$ cat config.mk
export PLATFORM = sky130hd
export DESIGN_NAME = ssviu_top
export DESIGN_NICKNAME = d
export VERILOG_FILES = /design/src/core/ssviu_pkg.sv /design/src/core/ssviu_top.sv
export SDC_FILE = /design/constraint.sdc
export NUM_CORES = 1
export LEC_CHECK = 0
export BUFFER_PORTS_ARGS = -buffer_cell sky130_fd_sc_hd__buf_2
export CAP_MARGIN = 20
export CORE_MARGIN = 5
export CORE_UTILIZATION = 60
export CTS_CLUSTER_DIAMETER = 30
export CTS_CLUSTER_SIZE = 30
export DETAILED_ROUTE_END_ITERATION = 8
export PLACE_DENSITY = 0.86
export SETUP_SLACK_MARGIN = 0.1
export SKIP_LAST_GASP = 1
export SYNTH_ARGS = -nofsm -noshare
export SYNTH_HDL_FRONTEND = slang
export SYNTH_SLANG_ARGS = --single-unit
$ cat constraint.sdc
create_clock -name pclk -period 9.3 [get_ports pclk]
set_clock_uncertainty 0.1 [all_clocks]
set_input_delay 2.79 -clock pclk [delete_from_list [all_inputs] [get_ports pclk]]
set_output_delay 2.79 -clock pclk [all_outputs]
set_load 0.02 [all_outputs]
$ cat src/core/ssviu_pkg.sv
// Shared constants and types for the six-source vectored interrupt unit
package ssviu_pkg;

    // ------------------------------------------------------------------
    // Register indices (byte address is four times the index)
    // ------------------------------------------------------------------
    localparam logic [9:0] IDX_PRIORITY = 10'h0_0f9;
    localparam logic [9:0] IDX_REQUEST = 10'h0_0fa;
    localparam logic [9:0] IDX_MASK = 10'h0_0fb;
    localparam logic [9:0] IDX_SRC_CFG = 10'h0_0fc;
    localparam logic [9:0] IDX_EVT_STATUS = 10'h0_0fd;
    localparam logic [9:0] IDX_EVT_MASK = 10'h0_0fe;

    // ------------------------------------------------------------------
    // Field positions and reset values
    // ------------------------------------------------------------------
    localparam int NUM_REQ = 6;
    localparam int GLOBAL_EN_BIT = 7;
    localparam int EDGE_HI_BIT = 7;
    localparam int EDGE_LO_BIT = 6;
    localparam int PRI_GRP_A_BIT = 5;
    localparam int PRI_GRP_B_BIT = 2;
    localparam int PRI_GRP_C_BIT = 1;
    localparam int PRI_ORD_HI_BIT = 4;
    localparam int PRI_ORD_MID_BIT = 3;
    localparam int PRI_ORD_LO_BIT = 0;
    // Source configuration register fields
    localparam int CFG_UART_RX_EN = 0;
    localparam int CFG_UART_TX_SEL = 1;
    localparam int CFG_UART_BAUD_SEL = 2;
    localparam int CFG_PORT3_ANALOG = 3;
    localparam int CFG_STOP_REC_EN = 4;
    localparam int CFG_W = 5;
    // Synchronised pin inputs
    localparam int PIN_PORT3_1 = 0;
    localparam int PIN_PORT3_2 = 1;
    localparam int PIN_PORT3_3 = 2;
    localparam int PIN_CMP1 = 3;
    localparam int PIN_CMP2 = 4;
    localparam int NUM_PIN = 5;
    localparam logic [7:0] RST_BYTE = 8'h00;
    localparam logic [31:0] RST_WORD = 32'h0000_0000;

    // Order codes for the three request groups
    localparam logic [2:0] ORD_CAB = 3'h1;
    localparam logic [2:0] ORD_ABC = 3'h2;
    localparam logic [2:0] ORD_ACB = 3'h3;
    localparam logic [2:0] ORD_BCA = 3'h4;
    localparam logic [2:0] ORD_CBA = 3'h5;
    localparam logic [2:0] ORD_BAC = 3'h6;

    typedef struct packed {
        logic [NUM_PIN-1:0] s1;
        logic [NUM_PIN-1:0] s2;
        logic [NUM_PIN-1:0] s3;
        logic [NUM_PIN-1:0] filt;
        logic [7:0] priority_reg;
        logic [7:0] request_reg;
        logic [7:0] mask_reg;
        logic [CFG_W-1:0] src_cfg;
        logic [NUM_REQ-1:0] evt_status;
        logic [NUM_REQ-1:0] evt_mask;
        logic in_service;
        logic core_req;
        logic [7:0] vec_loc;
        logic [31:0] rdata;
        logic slverr;
    } ssviu_state_type;

    typedef struct packed {
        logic valid;
        logic [2:0] id;
    } ssviu_pick_type;

endpackage

$ cat src/core/ssviu_top.sv
// Six-source vectored interrupt unit with APB register access
`timescale 1ns/10ps
`default_nettype none

module ssviu_top #(
    parameter int ADDR_W = 12
) (
    input wire logic pclk,
    input wire logic presetn,
    input wire logic psel,
    input wire logic penable,
    input wire logic pwrite,
    input wire logic [ADDR_W-1:0] paddr,
    input wire logic [31:0] pwdata,
    output logic [31:0] prdata,
    output logic pready,
    output logic pslverr,
    input wire logic port3_pin1,
    input wire logic port3_pin2,
    input wire logic port3_pin3,
    input wire logic comparator_input_1,
    input wire logic comparator_input_2,
    input wire logic uart_rx_event,
    input wire logic uart_tx_event,
    input wire logic baud_rate_generator_event,
    input wire logic stop_recovery_event,
    input wire logic timer_16bit_event,
    input wire logic timer_8bit_event,
    input wire logic low_voltage_event,
    output logic core_request,
    output logic [7:0] core_vector_loc,
    input wire logic core_grant_ack,
    input wire logic core_cycle_done,
    output logic irq
);

    // ------------------------------------------------------------------
    // Elaboration checks
    // ------------------------------------------------------------------
    if (ADDR_W < 12)
    begin : g_bad_addr
        $error("ADDR_W must be at least 12");
    end

    // ------------------------------------------------------------------
    // Priority encoder
    // ------------------------------------------------------------------
    // Reserved order codes fall back to A > B > C so the encoder never stalls
    function automatic ssviu_pkg::ssviu_pick_type ssviu_pick(
        input logic [5:0] act,
        input logic [7:0] pri
    );
        logic [2:0] grp [3][2];
        logic [1:0] ord [3];
        logic [2:0] code;
        ssviu_pkg::ssviu_pick_type res;
        grp[0][0] = pri[ssviu_pkg::PRI_GRP_A_BIT] ? 3'h3 : 3'h5;
        grp[0][1] = pri[ssviu_pkg::PRI_GRP_A_BIT] ? 3'h5 : 3'h3;
        grp[1][0] = pri[ssviu_pkg::PRI_GRP_B_BIT] ? 3'h0 : 3'h2;
        grp[1][1] = pri[ssviu_pkg::PRI_GRP_B_BIT] ? 3'h2 : 3'h0;
        grp[2][0] = pri[ssviu_pkg::PRI_GRP_C_BIT] ? 3'h4 : 3'h1;
        grp[2][1] = pri[ssviu_pkg::PRI_GRP_C_BIT] ? 3'h1 : 3'h4;
        code = {pri[ssviu_pkg::PRI_ORD_HI_BIT],
                pri[ssviu_pkg::PRI_ORD_MID_BIT],
                pri[ssviu_pkg::PRI_ORD_LO_BIT]};
        case (code)
            ssviu_pkg::ORD_CAB: ord = '{2'd2, 2'd0, 2'd1};
            ssviu_pkg::ORD_ABC: ord = '{2'd0, 2'd1, 2'd2};
            ssviu_pkg::ORD_ACB: ord = '{2'd0, 2'd2, 2'd1};
            ssviu_pkg::ORD_BCA: ord = '{2'd1, 2'd2, 2'd0};
            ssviu_pkg::ORD_CBA: ord = '{2'd2, 2'd1, 2'd0};
            ssviu_pkg::ORD_BAC: ord = '{2'd1, 2'd0, 2'd2};
            default: ord = '{2'd0, 2'd1, 2'd2};
        endcase
        res = '0;
        // Walk from lowest rank upward so the highest rank is written last
        for (int k = 5; k >= 0; k--)
        begin
            if (act[grp[ord[k/2]][k%2]])
            begin
                res.valid = 1'b1;
                res.id = grp[ord[k/2]][k%2];
            end
        end
        return res;
    endfunction

    // ------------------------------------------------------------------
    // State and next-state logic
    // ------------------------------------------------------------------
    ssviu_pkg::ssviu_state_type s;
    ssviu_pkg::ssviu_state_type next_s;
    logic [ssviu_pkg::NUM_PIN-1:0] pins;
    logic [ssviu_pkg::NUM_PIN-1:0] agree;
    logic [ssviu_pkg::NUM_PIN-1:0] rise;
    logic [ssviu_pkg::NUM_PIN-1:0] fall;
    logic [5:0] hw_set;
    logic [5:0] ack_clr;
    logic [5:0] eligible;
    logic [9:0] idx;
    logic setup_ph;
    logic wr;
    logic mapped;
    logic ack;
    logic analog;
    logic e2_rise;
    logic e2_fall;
    logic e0_rise;
    logic e0_fall;
    logic [7:0] edge_sel;
    ssviu_pkg::ssviu_pick_type win;

    assign pins = {comparator_input_2, comparator_input_1, port3_pin3,
                   port3_pin2, port3_pin1};

    always_comb
    begin
        next_s = s;
        // Three-flop synchroniser; level taken once stages two and three agree
        next_s.s1 = pins;
        next_s.s2 = s.s1;
        next_s.s3 = s.s2;
        agree = ~(s.s2 ^ s.s3);
        rise = agree & s.s3 & ~s.filt;
        fall = agree & ~s.s3 & s.filt;
        next_s.filt = (agree & s.s3) | (~agree & s.filt);

        // Source selection and edge qualification
        analog = s.src_cfg[ssviu_pkg::CFG_PORT3_ANALOG];
        edge_sel = s.request_reg;
        e2_rise = analog ? rise[ssviu_pkg::PIN_CMP1]
            : rise[ssviu_pkg::PIN_PORT3_1];
        e2_fall = analog ? fall[ssviu_pkg::PIN_CMP1]
            : fall[ssviu_pkg::PIN_PORT3_1];
        e0_rise = analog ? rise[ssviu_pkg::PIN_CMP2]
            : rise[ssviu_pkg::PIN_PORT3_2];
        e0_fall = analog ? fall[ssviu_pkg::PIN_CMP2]
            : fall[ssviu_pkg::PIN_PORT3_2];
        hw_set = '0;
        hw_set[2] = (e2_rise & edge_sel[ssviu_pkg::EDGE_HI_BIT])
            | (e2_fall & (~edge_sel[ssviu_pkg::EDGE_HI_BIT]
                          | edge_sel[ssviu_pkg::EDGE_LO_BIT]));
        if (s.src_cfg[ssviu_pkg::CFG_UART_RX_EN])
        begin
            hw_set[0] = uart_rx_event;
        end
        else
        begin
            hw_set[0] = (e0_rise & edge_sel[ssviu_pkg::EDGE_LO_BIT])
                | (e0_fall & (~edge_sel[ssviu_pkg::EDGE_LO_BIT]
                              | edge_sel[ssviu_pkg::EDGE_HI_BIT]));
        end
        if (!analog && !s.src_cfg[ssviu_pkg::CFG_STOP_REC_EN])
        begin
            hw_set[1] = fall[ssviu_pkg::PIN_PORT3_3];
        end
        else
        begin
            hw_set[1] = stop_recovery_event;
        end
        if (s.src_cfg[ssviu_pkg::CFG_UART_TX_SEL])
        begin
            hw_set[1] = hw_set[1] | uart_tx_event;
        end
        else if (s.src_cfg[ssviu_pkg::CFG_UART_BAUD_SEL])
        begin
            hw_set[1] = hw_set[1] | baud_rate_generator_event;
        end
        hw_set[3] = timer_16bit_event;
        hw_set[4] = timer_8bit_event;
        hw_set[5] = low_voltage_event;

        // APB decode
        idx = paddr[11:2];
        mapped = (paddr[1:0] == 2'b00) && ((paddr >> 12) == '0)
            && (idx >= ssviu_pkg::IDX_PRIORITY)
            && (idx <= ssviu_pkg::IDX_EVT_MASK);
        setup_ph = psel & ~penable;
        wr = psel & penable & pwrite & mapped;
        if (setup_ph)
        begin
            next_s.slverr = ~mapped;
            next_s.rdata = ssviu_pkg::RST_WORD;
            case (idx)
                ssviu_pkg::IDX_REQUEST: next_s.rdata[7:0] = s.request_reg;
                ssviu_pkg::IDX_MASK: next_s.rdata[7:0] = s.mask_reg;
                ssviu_pkg::IDX_SRC_CFG:
                    next_s.rdata[ssviu_pkg::CFG_W-1:0] = s.src_cfg;
                ssviu_pkg::IDX_EVT_STATUS: next_s.rdata[5:0] = s.evt_status;
                ssviu_pkg::IDX_EVT_MASK: next_s.rdata[5:0] = s.evt_mask;
                // Priority register is write-only and reads as zero
                default: next_s.rdata = ssviu_pkg::RST_WORD;
            endcase
        end
        if (wr && idx == ssviu_pkg::IDX_PRIORITY)
        begin
            next_s.priority_reg = pwdata[7:0];
        end
        if (wr && idx == ssviu_pkg::IDX_MASK)
        begin
            next_s.mask_reg = pwdata[7:0];
        end
        if (wr && idx == ssviu_pkg::IDX_SRC_CFG)
        begin
            next_s.src_cfg = pwdata[ssviu_pkg::CFG_W-1:0];
        end
        if (wr && idx == ssviu_pkg::IDX_EVT_MASK)
        begin
            next_s.evt_mask = pwdata[5:0];
        end

        // Grant acknowledge starts the machine cycle
        ack = core_grant_ack & s.core_req;
        ack_clr = '0;
        if (ack)
        begin
            ack_clr[s.vec_loc[3:1]] = 1'b1;
            next_s.in_service = 1'b1;
            next_s.mask_reg[ssviu_pkg::GLOBAL_EN_BIT] = 1'b0;
        end
        else if (core_cycle_done)
        begin
            next_s.in_service = 1'b0;
        end

        // Pending bits: software write, then service clear, hardware set wins
        if (wr && idx == ssviu_pkg::IDX_REQUEST)
        begin
            next_s.request_reg = pwdata[7:0];
        end
        next_s.request_reg[5:0] = (next_s.request_reg[5:0] & ~ack_clr)
            | hw_set;

        // Event status: write one clears, a new grant in the same cycle wins
        if (wr && idx == ssviu_pkg::IDX_EVT_STATUS)
        begin
            next_s.evt_status = s.evt_status & ~pwdata[5:0];
        end
        next_s.evt_status = next_s.evt_status | ack_clr;

        // Arbitration on the updated pending and mask state
        eligible = next_s.request_reg[5:0] & next_s.mask_reg[5:0]
            & {6{next_s.mask_reg[ssviu_pkg::GLOBAL_EN_BIT]}};
        win = ssviu_pick(eligible, next_s.priority_reg);
        next_s.core_req = win.valid & ~next_s.in_service;
        if (win.valid)
        begin
            next_s.vec_loc = {4'h0, win.id, 1'b0};
        end
    end

    always_ff @(posedge pclk or negedge presetn)
    begin
        if (!presetn)
        begin
            s <= '0;
        end
        else
        begin
            s <= next_s;
        end
    end

    // ------------------------------------------------------------------
    // Outputs
    // ------------------------------------------------------------------
    // Zero wait states: read data is captured in the setup cycle
    assign pready = 1'b1;
    assign prdata = s.rdata;
    assign pslverr = s.slverr & psel & penable;
    assign core_request = s.core_req;
    assign core_vector_loc = s.vec_loc;
    assign irq = |(s.evt_status & s.evt_mask);
endmodule

`default_nettype wire

==> summary.txt <==
CTS tree -> built
Vias in the first global route -> 4534
Design area -> 0.00566 mm^2
HP Class -> reg -> reg
Vias per cell -> 6.29
Required time of the critical path -> 9.42 ns
Layout cells sized above 1 -> 19.9%
Synth top area cells -> dfrtp_1 34%, mux2i_1 6.6%, mux2_2 5.8%
Status -> finished, final reports clean
Pwr dens -> 119 mW/mm^2
Rel. slew slack -> 27.0%
EDFF count, synth -> 0
Most area-hungry cell type in the Yosys netlist -> dfrtp_1
CTS sink cnt -> 73
Die height -> 105 um
RSZ-0062 raised after global routing -> no
Largest net degree at the start of global routing -> 74
Grt ovf -> 0
Fmax -> 155 MHz
Routability congestion estimate -> 0.916
Kind of critical path -> in -> reg
Standard-cell rows -> 34
Crit. End Element -> register
Seq pwr share -> 49.8%
GRT Total Usage -> 24.8%
H-tree lvl count -> 3
Final setup vio count -> 0
Starting DRT DRC Count -> 330
Final Max Slew Viols -> 0
Routed WL -> 13.8 mm
ANT cells -> 0
Final Hold Viols -> 0
# DRC -> 0
ANT nets after route -> 0
Met3 WL -> 946 um
Syn avg cell area -> 8.88 um^2
DP Area -> 0.00545 mm^2
Worst-margin pin slew -> 1.09 ns
Worst skew pair latency -> 0.35 ns
Final Critical Period -> 6.45 ns
PostCTS Resize Cnt -> 0
Crit path DAT -> 6.57 ns
Final Util -> 64.6%
Die footprint -> 0.0110 mm^2
Worst path slowest cell -> nor4_4
Total power -> 0.672 mW
Most frequent CP cell -> o21ai_1
Flops & latches, synth -> 73
Final period utilization -> 69.4%
Core Region -> 0.00876 mm^2
Ys flop type -> dfrtp_1
Synth-to-Final Area Change -> 4.38%
Worst IR Drop VDD -> 0.0638 mV
Share of the synthesized area in the top cell type -> 33.7%
Top layer in use -> met4
CTS clock-pin slew for the worst setup and hold paths -> 0.09 ns
Worst path cell trace -> buf_2 > or3b_4 > nor4_4 > mux2i_1 > o21ai_0 > a22oi_2 > o21ai_1 > and3_1 > a2111o_1 > a311oi_1 > o21ai_1
P_sw -> 0.195 mW
Int Pwr -> 0.477 mW
Hold WS -> 0.246 ns
Root Driver -> clkbuf_8
DR pass1 iterations -> 6
Setup TNS -> 0 ns
WL met2 -> 6.69 mm
Cell variety after synth -> 77
Worst setup SP type -> primary input
Synthesis Warnings -> 0
WL met1 -> 5.77 mm
Hold-fix buffers, CTS -> 0
First-pass GRT wire length -> 22.6 mm
Post-Syn Area -> 0.00543 mm^2
Seq/Total Area, Yosys -> 33.7%
Via count -> 4694
PortBufs -> 52
Die Wd -> 105 um
CP max FO -> 14
Critical path's largest stage delay -> 0.94 ns
Combinational power share -> 11.5%
Net Sw Frac -> 29.0%
Power share of the clock group -> 38.7%
Initial antenna violation count -> 0
IO Pins -> 107
Fill count -> 742
Inserted Clock Buffers -> 9
Gate Count Post-Synth -> 611
Detailed Place HPWL -> 10.3 mm
Average wire per standard cell -> 18.5 um
CTS Buffer Depth -> 2
Post-CTS setup buffers -> 0
Leak Pwr -> 2.46 nW
Nets@finish -> 705
Asr flop ratio synth -> 100%
Initial cell density of the core -> 61.9%
Max Cap Viol -> 0
[logic make-up (layout without fill, tap and decap cells)]
| logic type | after synthesis | in the layout | share of synthesized area [%] |
|---|---|---|---|
| muxes | 64 | 64 | 12.5 |
| and+or+nand+nor | 217 | 217 | 22.3 |
| DFF | 73 | 73 | 33.7 |
| other | 2 | 30 | 0.138 |
| buffers and inverters | 90 | 89 | 10.4 |
| AOI/OAI and AO/OA | 156 | 156 | 18.9 |
| adders and majority gates | 9 | 9 | 2.08 |
[cells in the mapped netlist, types with 9 or more instances]
| cell type | count |
|---|---|
| clkbuf_1 | 19 |
| o21ai_0 | 54 |
| nor2b_1 | 11 |
| mux2_2 | 28 |
| a21oi_1 | 21 |
| a22oi_1 | 12 |
| buf_4 | 41 |
| nand2_1 | 65 |
| ha_1 | 9 |
| inv_1 | 18 |
| dfrtp_1 | 73 |
| nand3_1 | 19 |
| nand2b_1 | 21 |
| o211ai_1 | 12 |
| nor2_1 | 33 |
| mux2i_1 | 36 |
[layout make-up]
type / count / area, um^2 / share of cell area, %
repair buffers: 55 / 287 / 5.06
clock inverters: 7 / 77.6 / 1.37
multi-input cells: 476 / 3150 / 55.5
clock buffers: 9 / 124 / 2.19
inverters: 18 / 67.6 / 1.19
well taps: 108 / 135 / 2.39
flip-flops and latches: 73 / 1830 / 32.3
[power groups by stage]
stage	Combinational, mW	Clock, mW	Sequential [mW]
after floorplan	0.0614	0	0.338
after global placement	0.0734	0	0.340
after detailed placement	0.0766	0	0.341
after CTS	0.0768	0.262	0.334
after global routing	0.0858	0.276	0.336
final	0.0774	0.260	0.335
[cells in the final DEF (no fill, tap or decap), drive strengths merged, types with 3 or more instances in the layout]
cell,count
dfrtp,73
nand2,65
o21ai,60
buf,55
mux2i,36
nor2,33
conb,30
mux2,28
a21oi,22
nand2b,21
inv,21
nand3,19
o211ai,15
a22oi,13
nor2b,11
ha,9
clkbuf,9
nand3b,8
o22ai,8
nor3b,7
or2,7
nor3,7
and3,6
a31oi,6
a211oi,5
nor4,5
nand4,4
nand4bb,4
and2,4
or3b,4
nand4b,3
a21o,3
clkinv,3
[sequential cells by signal (all words and copies together) (netlist names), named ones only]
signal and count:
next_s 10, edge_sel 8, analog 1, s 37, core_vector_loc 3, prdata 8
core_request 1
[worst paths after layout]
path                                    from            endpoint  slack, ns  depth (start not counted)
min in group asynchronous            presetn               s[77]       2.54                          2
worst min-delay path              next_s[97]          next_s[92]       0.25                          0
worst max register to register  core_request  core_vector_loc[1]       5.31                         10
worst min register to register    next_s[97]          next_s[92]       0.25                          0
max in group asynchronous            presetn         edge_sel[5]       5.97                          2
worst max-delay path               paddr[10]  core_vector_loc[1]       2.85                         11
[stage by stage]
| step | instances | worst slack [ns] |
|---|---|---|
| 2_1_floorplan | 639 | 3.37 |
| 3_3_place_gp | 729 | 2.47 |
| 3_5_place_dp | 729 | 2.42 |
| 4_1_cts | 745 | 2.75 |
| 5_1_grt | 746 | 2.60 |
| 6_report | 746 | 2.85 |
[metal layers]
| metal | vias to the layer above | global-route usage (%) |
|---|---|---|
| met5 | - | 0 |
| met4 | 0 | 8.77 |
| met3 | 42 | 4.01 |
| met2 | 217 | 41.4 |
| li1 | 2189 | - |
| met1 | 2246 | 32.7 |
[critical path: cells and delay by family]
| family | cells | cell delay [ns] |
|---|---|---|
| mux | 1 | 0.55 |
| simple gates | 3 | 1.52 |
| buf+inv | 1 | 0.11 |
| compound gates | 6 | 1.61 |
(Power assumes the default switching activity.)
